File: src/hdl/fpd_pkg.sv
// constants and carrier types for the fan duty select block
package fpd_pkg;
  // register command codes on the serial bus
  localparam logic [7:0] CMD_CONFIG = 8'h04;
  localparam logic [7:0] CMD_STATUS = 8'h05;
  localparam logic [7:0] CMD_DUTY = 8'h08;
  localparam logic [7:0] CMD_MAKER = 8'hFE;
  localparam logic [7:0] CMD_VARIANT = 8'hFF;
  // reset values and the open input code
  localparam logic [7:0] CONFIG_RESET = 8'h0A;
  localparam logic [3:0] DUTY_RESET = 4'h2;
  localparam logic [3:0] DUTY_OPEN_CODE = 4'h2;
  // field positions
  localparam int CFG_SRC_BIT = 5;
  localparam int STAT_VOPEN_BIT = 2;
  // identity values, arbitrary
  localparam logic [7:0] MAKER_VALUE = 8'hA5;
  localparam logic [1:0] VARIANT_VALUE = 2'h2;
  // pwm period in steps: 30% = 45, one code step = 7 steps
  localparam logic [7:0] PWM_STEPS = 8'h96;
  localparam logic [7:0] DUTY_BASE = 8'h2D;
  localparam logic [7:0] DUTY_STEP = 8'h07;
  localparam logic [7:0] DUTY_SPAN = 8'h69;
  localparam logic [7:0] VIN_FULL = 8'hFF;
  // pwm rate: target period in microseconds, clock period in ns
  localparam int PWM_PERIOD_US = 33000;
  localparam int CLK_PERIOD_NS = 50;
  localparam int PWM_DIV_CYCLES =
    (PWM_PERIOD_US * 1000) / (CLK_PERIOD_NS * 150);
  // default serial address
  localparam logic [6:0] SMB_ADDR = 7'h1B;

  typedef struct packed {
    logic wr;
    logic [7:0] cmd;
    logic [7:0] data;
  } fpd_req_s;

  typedef enum logic [3:0] {
    SM_IDLE, SM_ADDR, SM_ADDR_ACK, SM_CMD, SM_CMD_ACK,
    SM_WDATA, SM_WDATA_ACK, SM_RDATA, SM_RDATA_ACK
  } fpd_smb_e;
endpackage

File: src/hdl/fpd_fan_pwm.sv
// fan drive duty select with serial register access
// Summary of operation
// - four bit duty setting, read and write
// - duty spans 30 to 100 percent, 4.67% steps
// - linear decode, code 0 30%, 15 100%
// - analog mode, open input uses code 0010
// - config source bit picks bus or analog
// - higher analog level gives higher duty
// - eight bit read only maker value
// - two bit read only variant value
`timescale 1ns/10ps
module fpd_fan_pwm #(
  parameter int PWM_DIV = fpd_pkg::PWM_DIV_CYCLES
) (
  input wire logic ref_clk,
  input wire logic rst_n,
  input wire logic smb_scl,
  input wire logic smb_sda_in,
  output logic smb_sda_out,
  output logic smb_sda_oe_n,
  input wire logic [7:0] vin_level,
  input wire logic vin_open,
  output logic fan_drive
);
  logic rst_q1;
  logic rst_sync_n;
  logic [7:0] cfg;
  logic [3:0] duty_set;
  logic vin_stat;
  logic vin_caught;
  fpd_pkg::fpd_req_s req;
  logic req_stb;
  logic [7:0] rdata;
  logic [15:0] div_cnt;
  logic tick;
  logic [7:0] phase;
  logic [7:0] duty_live;
  logic [7:0] next_duty;
  logic [15:0] vin_prod;

  // code to on-steps out of a 150 step period
  function automatic logic [7:0] code_steps(input logic [3:0] code);
    logic [11:0] prod;
    prod = {4'h0, fpd_pkg::DUTY_STEP} * {8'h00, code};
    return fpd_pkg::DUTY_BASE + prod[7:0];
  endfunction

  always_ff @(posedge ref_clk or negedge rst_n) begin
    if (!rst_n) begin
      rst_q1 <= 1'b0;
      rst_sync_n <= 1'b0;
    end else begin
      rst_q1 <= 1'b1;
      rst_sync_n <= rst_q1;
    end
  end

  fpd_smb_slave #(
    .ADDR(fpd_pkg::SMB_ADDR)
  ) u_smb (
    .clk(ref_clk),
    .rst_n(rst_sync_n),
    .scl(smb_scl),
    .sda_in(smb_sda_in),
    .sda_out(smb_sda_out),
    .sda_oe_n(smb_sda_oe_n),
    .req(req),
    .req_stb(req_stb),
    .rdata(rdata)
  );

  // register writes; the duty setting stores in either mode
  always_ff @(posedge ref_clk or negedge rst_sync_n) begin
    if (!rst_sync_n) begin
      cfg <= fpd_pkg::CONFIG_RESET;
      duty_set <= fpd_pkg::DUTY_RESET;
    end else if (req_stb && req.wr) begin
      if (req.cmd == fpd_pkg::CMD_CONFIG) begin
        cfg <= req.data;
      end
      if (req.cmd == fpd_pkg::CMD_DUTY) begin
        duty_set <= req.data[3:0];
      end
    end
  end

  // open input is judged once, just after reset release
  always_ff @(posedge ref_clk or negedge rst_sync_n) begin
    if (!rst_sync_n) begin
      vin_stat <= 1'b0;
      vin_caught <= 1'b0;
    end else if (!vin_caught) begin
      vin_stat <= vin_open;
      vin_caught <= 1'b1;
    end
  end

  // maker and variant ignore writes and return constants
  always_comb begin
    unique case (req.cmd)
      fpd_pkg::CMD_CONFIG: rdata = cfg;
      fpd_pkg::CMD_STATUS: rdata = 8'(vin_stat) << fpd_pkg::STAT_VOPEN_BIT;
      fpd_pkg::CMD_DUTY: rdata = {4'h0, duty_set};
      fpd_pkg::CMD_MAKER: rdata = fpd_pkg::MAKER_VALUE;
      fpd_pkg::CMD_VARIANT:
        rdata = {6'h00, fpd_pkg::VARIANT_VALUE};
      default: rdata = 8'h00;
    endcase
  end

  // analog level 0..255 scales onto 45..150 steps
  assign vin_prod = {8'h00, vin_level} * {8'h00, fpd_pkg::DUTY_SPAN};

  always_comb begin
    if (cfg[fpd_pkg::CFG_SRC_BIT]) begin
      next_duty = code_steps(duty_set);
    end else if (vin_stat) begin
      next_duty = code_steps(fpd_pkg::DUTY_OPEN_CODE);
    end else begin
      next_duty = fpd_pkg::DUTY_BASE +
        8'(vin_prod / {8'h00, fpd_pkg::VIN_FULL});
    end
  end

  always_ff @(posedge ref_clk or negedge rst_sync_n) begin
    if (!rst_sync_n) begin
      div_cnt <= 16'h0000;
      tick <= 1'b0;
    end else if (div_cnt == 16'(PWM_DIV - 1)) begin
      div_cnt <= 16'h0000;
      tick <= 1'b1;
    end else begin
      div_cnt <= div_cnt + 16'h0001;
      tick <= 1'b0;
    end
  end

  // duty only changes at a period start, so no runt pulses
  always_ff @(posedge ref_clk or negedge rst_sync_n) begin
    if (!rst_sync_n) begin
      phase <= 8'h00;
      duty_live <= 8'h00;
      fan_drive <= 1'b0;
    end else if (tick) begin
      if (phase == fpd_pkg::PWM_STEPS - 8'h01) begin
        phase <= 8'h00;
        duty_live <= next_duty;
        fan_drive <= next_duty != 8'h00;
      end else begin
        phase <= phase + 8'h01;
        fan_drive <= (phase + 8'h01) < duty_live;
      end
    end
  end
endmodule

File: src/hdl/fpd_smb_slave.sv
// serial bus slave: byte write and byte read of command registers
`timescale 1ns/10ps
module fpd_smb_slave #(
  parameter logic [6:0] ADDR = fpd_pkg::SMB_ADDR
) (
  input wire logic clk,
  input wire logic rst_n,
  input wire logic scl,
  input wire logic sda_in,
  output logic sda_out,
  output logic sda_oe_n,
  output fpd_pkg::fpd_req_s req,
  output logic req_stb,
  input wire logic [7:0] rdata
);
  fpd_pkg::fpd_smb_e state;
  logic scl_q;
  logic sda_q;
  logic [7:0] shift;
  logic [7:0] tx;
  logic [3:0] cnt;
  logic rw;
  logic nack;
  logic start_c;
  logic stop_c;
  logic rise;
  logic fall;

  assign start_c = scl & scl_q & sda_q & ~sda_in;
  assign stop_c = scl & scl_q & ~sda_q & sda_in;
  assign rise = scl & ~scl_q;
  assign fall = ~scl & scl_q;

  always_ff @(posedge clk or negedge rst_n) begin
    if (!rst_n) begin
      scl_q <= 1'b1;
      sda_q <= 1'b1;
    end else begin
      scl_q <= scl;
      sda_q <= sda_in;
    end
  end

  // open drain: only ever pulls low
  always_ff @(posedge clk or negedge rst_n) begin
    if (!rst_n) begin
      sda_out <= 1'b0;
    end else begin
      sda_out <= 1'b0;
    end
  end

  always_ff @(posedge clk or negedge rst_n) begin
    if (!rst_n) begin
      state <= fpd_pkg::SM_IDLE;
      shift <= 8'h00;
      tx <= 8'h00;
      cnt <= 4'h0;
      rw <= 1'b0;
      nack <= 1'b1;
      sda_oe_n <= 1'b1;
      req <= '0;
      req_stb <= 1'b0;
    end else begin
      req_stb <= 1'b0;
      if (stop_c) begin
        state <= fpd_pkg::SM_IDLE;
        sda_oe_n <= 1'b1;
      end else if (start_c) begin
        state <= fpd_pkg::SM_ADDR;
        cnt <= 4'h0;
        sda_oe_n <= 1'b1;
      end else if (rise) begin
        unique case (state)
          fpd_pkg::SM_ADDR, fpd_pkg::SM_CMD, fpd_pkg::SM_WDATA: begin
            shift <= {shift[6:0], sda_in};
            cnt <= cnt + 4'h1;
          end
          fpd_pkg::SM_RDATA: begin
            cnt <= cnt + 4'h1;
          end
          fpd_pkg::SM_RDATA_ACK: begin
            nack <= sda_in;
          end
          default: begin
          end
        endcase
      end else if (fall) begin
        unique case (state)
          fpd_pkg::SM_ADDR: begin
            if (cnt == 4'h8) begin
              if (shift[7:1] == ADDR) begin
                rw <= shift[0];
                sda_oe_n <= 1'b0;
                state <= fpd_pkg::SM_ADDR_ACK;
              end else begin
                state <= fpd_pkg::SM_IDLE;
              end
            end
          end
          fpd_pkg::SM_ADDR_ACK: begin
            cnt <= 4'h0;
            if (rw) begin
              // read answers from the last command byte
              tx <= {rdata[6:0], 1'b0};
              sda_oe_n <= rdata[7];
              state <= fpd_pkg::SM_RDATA;
            end else begin
              sda_oe_n <= 1'b1;
              state <= fpd_pkg::SM_CMD;
            end
          end
          fpd_pkg::SM_CMD: begin
            if (cnt == 4'h8) begin
              req.cmd <= shift;
              sda_oe_n <= 1'b0;
              state <= fpd_pkg::SM_CMD_ACK;
            end
          end
          fpd_pkg::SM_CMD_ACK, fpd_pkg::SM_WDATA_ACK: begin
            cnt <= 4'h0;
            sda_oe_n <= 1'b1;
            state <= fpd_pkg::SM_WDATA;
          end
          fpd_pkg::SM_WDATA: begin
            if (cnt == 4'h8) begin
              req.wr <= 1'b1;
              req.data <= shift;
              req_stb <= 1'b1;
              sda_oe_n <= 1'b0;
              state <= fpd_pkg::SM_WDATA_ACK;
            end
          end
          fpd_pkg::SM_RDATA: begin
            if (cnt == 4'h8) begin
              sda_oe_n <= 1'b1;
              state <= fpd_pkg::SM_RDATA_ACK;
            end else begin
              sda_oe_n <= tx[7];
              tx <= {tx[6:0], 1'b0};
            end
          end
          fpd_pkg::SM_RDATA_ACK: begin
            cnt <= 4'h0;
            if (!nack) begin
              tx <= {rdata[6:0], 1'b0};
              sda_oe_n <= rdata[7];
              state <= fpd_pkg::SM_RDATA;
            end else begin
              state <= fpd_pkg::SM_IDLE;
            end
          end
          default: begin
          end
        endcase
      end
    end
  end
endmodule

File: config.mk
export PLATFORM = sky130hd
export DESIGN_NAME = fpd_fan_pwm
export DESIGN_NICKNAME = d
export VERILOG_FILES = /design/src/hdl/fpd_pkg.sv /design/src/hdl/fpd_fan_pwm.sv /design/src/hdl/fpd_smb_slave.sv
export SDC_FILE = /design/constraint.sdc
export NUM_CORES = 1
export LEC_CHECK = 0
export BUFFER_PORTS_ARGS = -buffer_cell sky130_fd_sc_hd__buf_2
export CORE_MARGIN = 2
export CORE_UTILIZATION = 60
export DETAILED_ROUTE_END_ITERATION = 12
export GPL_TIMING_DRIVEN = 0
export PLACE_DENSITY = 0.77
export SLEW_MARGIN = 20
export SYNTH_ARGS = -nofsm -noshare
export SYNTH_HDL_FRONTEND = slang
export SYNTH_SLANG_ARGS = --single-unit
export TNS_END_PERCENT = 10
File: constraint.sdc
create_clock -name ref_clk -period 8.75 [get_ports ref_clk]
set_input_delay 1.75 -clock ref_clk [delete_from_list [all_inputs] [get_ports ref_clk]]
set_output_delay 1.75 -clock ref_clk [all_outputs]
set_load 0.01 [all_outputs]
==> results.cfg <==
[synthesis]
ys_ff_latch = 96
synth_compound_area_share_pct = 20.3
async_flop_share_pct = 100
synthCells = 960
syn_avg_cell_area_um2 = 8.70
synth_edf_count = 0
ys.flop_type = dfrtp_1
synthMuxAreaShare_pct = 6.16
yosysSeqAreaShare_pct = 28.9
synth-simple-area-share_pct = 21.9
synth_top_family_by_area = simple AND/OR/NAND/NOR gates
ys_warn_count = 0
synthDistinctLibCells = 92
synthAdderAreaFrac_pct = 12.6
synth_xor_area_share_pct = 5.63
syn_area_um2 = 8350

[placement]
place_ws_ns = -2.80
port-buffer-count = 14
place.gp.congestion = 0.932
hpwl_um = 14400
placed_cells = 1156

[route]
drc = 0
via_count = 8336
wl_um = 25000
drtIter0Drc = 859
first_pass_iters = 5
wire_per_inst_um = 19.8
ant_nets = 0
viasPerCell = 6.59

[die]
dieArea_um2 = 14900
start_util_pct = 60.9
placementRows = 43
pin_count = 16
die-width_um = 122
fp.dieH_um = 122
core-area_um2 = 13700

[grt]
grt_start_max_net_pins = 56
antenna_found_initial = 0
grt_pass1_vias = 7843
grt_pass1_wl_um = 37600
grt_overflow_total = 0
gr-usage-all-layers_pct = 31.2

[job]
drv_cap = 0

[setup_path]
start_kind = input pin
cp-end-kind = flip-flop
cp.arrival_ns = 10.64
max_stage_delay_ns = 0.58
worst-path-max-fanout = 7
cp_slowest_cell = fa_1
path_common_cell = ha_4
required_ns = 8.96
rrSetupSlack_ns = 5.18
criticalPathCategory = in2reg

[timing]
fin_ws_ns = -1.68
fmax_mhz = 95.9
setup_viol = 9
grt_setup_unrepaired = yes
skew_ns = 0.00671
relSlewSlack_pct = 48.5
worstMarginPinSlew_ns = 0.773
hold_viol = 0
period_minus_slack_ns = 10.43
drv_slew = 0
period_share_pct = 119

[layout]
final_cell_mix = buf_4 (95), dfrtp_1 (88), nand2_1 (80), nor2_1 (67), ha_1 (66)
fillers = 881
layout_commonest_cell = buf_4
layout-drive-gt1-share_pct = 29.8
syn_to_final_growth_pct = 26.5
instances_no_fill = 1264
diodes = 0
nNetsFinal = 1172

[cts]
numCtsBuffers = 9
cts_max_level = 3
insertion_delay_ns = 0.34
cts_sinks = 96
path_clk_slew_ns = 0.07
cts-root-buf = clkbuf_16
cts_tree = done
clock_path_buffers = 2

[power_and_ir_drop]
p_leak_uw = 0.00465
p_per_area_nw_per_um2 = 384
ir_worst_vdd_mv = 0.257

[run_status]
status = complete, but fails checks
violations = setup timing

[worst_hold_path]
min-delay-path-class = reg2reg
kinds of logic (layout without fill, tap and decap cells):
family,Yosys count,in the layout
buffers and inverters,85,208
flip-flops,96,96
other,2,3
adder cells (fa/ha/maj),80,80
XOR/XNOR,52,52
AND/OR/NAND/NOR,351,351
multiplexers,46,46
AO/OA/AOI/OAI,248,248
stage by stage:
step / hold slack (ns) / instance area, µm² / total power [µW] / utilization (%) / TNS, ns
3_5_place_dp: 0.342 / 8790 / 2370 / 64.0 / -18.55
3_3_place_gp: 0.340 / 8760 / 2340 / 63.9 / -17.36
5_1_grt: 0.369 / 10600 / 4270 / 77.0 / -14.79
4_1_cts: 0.357 / 10300 / 3550 / 74.7 / -4.95
6_report: 0.354 / 10600 / 4060 / 77.0 / -9.67
2_1_floorplan: 0.331 / 8470 / 2010 / - / -5.82
where the power goes:
| group | total (µW) | internal [µW] | switching, µW |
|---|---|---|---|
| combinational | 3160 | 1390 | 1770 |
| clock | 426 | 251 | 174 |
| sequential | 480 | 460 | 20.1 |
| total | 4060 | 2100 | 1960 |
path summary, 6_finish.rpt:
kind / start / end / depth (start not counted)
min: rst_q1 / rst_sync_n / 0
max: vin_level[1] / fan_drive / 43
min in group asynchronous: rst_sync_n / div_cnt[15] / 0
max reg2reg: duty_set[1] / fan_drive / 14
max in group asynchronous: rst_n / rst_sync_n / 1
min reg2reg: rst_q1 / rst_sync_n / 0
layout make-up:
class	instances	area (µm²)	area share, %
Buffer	31	175	1.66
Clock buffer	9	225	2.13
Clock inverter	7	95.1	0.900
Inverter	51	206	1.95
Multi-Input combinational cell	780	6350	60.1
Sequential cell	96	2410	22.9
Tap cell	180	225	2.13
Timing Repair Buffer	110	870	8.23
routing by layer:
| metal | global-route usage (%) | part of all wire, % |
|---|---|---|
| met1 | 40.2 | 41 |
| met2 | 51.5 | 49 |
| met3 | 5.43 | 6.1 |
| met4 | 13.5 | 4.7 |
| met5 | 0 | 0 |
worst max-delay path, delay by kind of cell:
| family | cells | cell delay, ns |
|---|---|---|
| xor+xnor | 2 | 0.29 |
| fa+ha+maj | 6 | 2.00 |
| simple gates | 12 | 2.68 |
| compound gates | 13 | 2.79 |
| mux | 1 | 0.18 |
| buf+inv | 9 | 0.93 |
flip-flops by register name, summed over array words and instances (netlist names), 4 cells and up:
| register | flops |
|---|---|
| u_smb.req | 17 |
| div_cnt | 16 |
| cfg | 8 |
| duty_live | 8 |
| phase | 8 |
| u_smb.shift | 8 |
| u_smb.tx | 7 |
| duty_set | 4 |
| u_smb.cnt | 4 |
| u_smb.state | 4 |
Yosys cell counts (20+ instances only):
| cell | count | area share, % |
|---|---|---|
| a21oi_1 | 63 | 3.8 |
| dfrtp_1 | 89 | 27 |
| ha_1 | 73 | 11 |
| inv_1 | 51 | 2.3 |
| mux2_2 | 40 | 5.4 |
| nand2_1 | 86 | 3.9 |
| nand2b_1 | 22 | 1.6 |
| nand3_1 | 32 | 1.9 |
| nor2_1 | 72 | 3.2 |
| o21ai_0 | 56 | 3.4 |
| xnor2_1 | 30 | 3.1 |
| xor2_1 | 20 | 2.1 |
timing repair:
| item | in CTS | in global routing |
|---|---|---|
| setup buffers | 75 | 20 |
| endpoints found under the setup margin | 9 | 9 |
| gates resized for setup | 125 | 35 |
| hold buffers | 0 | 0 |
| pin swaps | 69 | 47 |
| cloned | 1 | 0 |
Note: power is estimated with default switching activity, not from simulation.
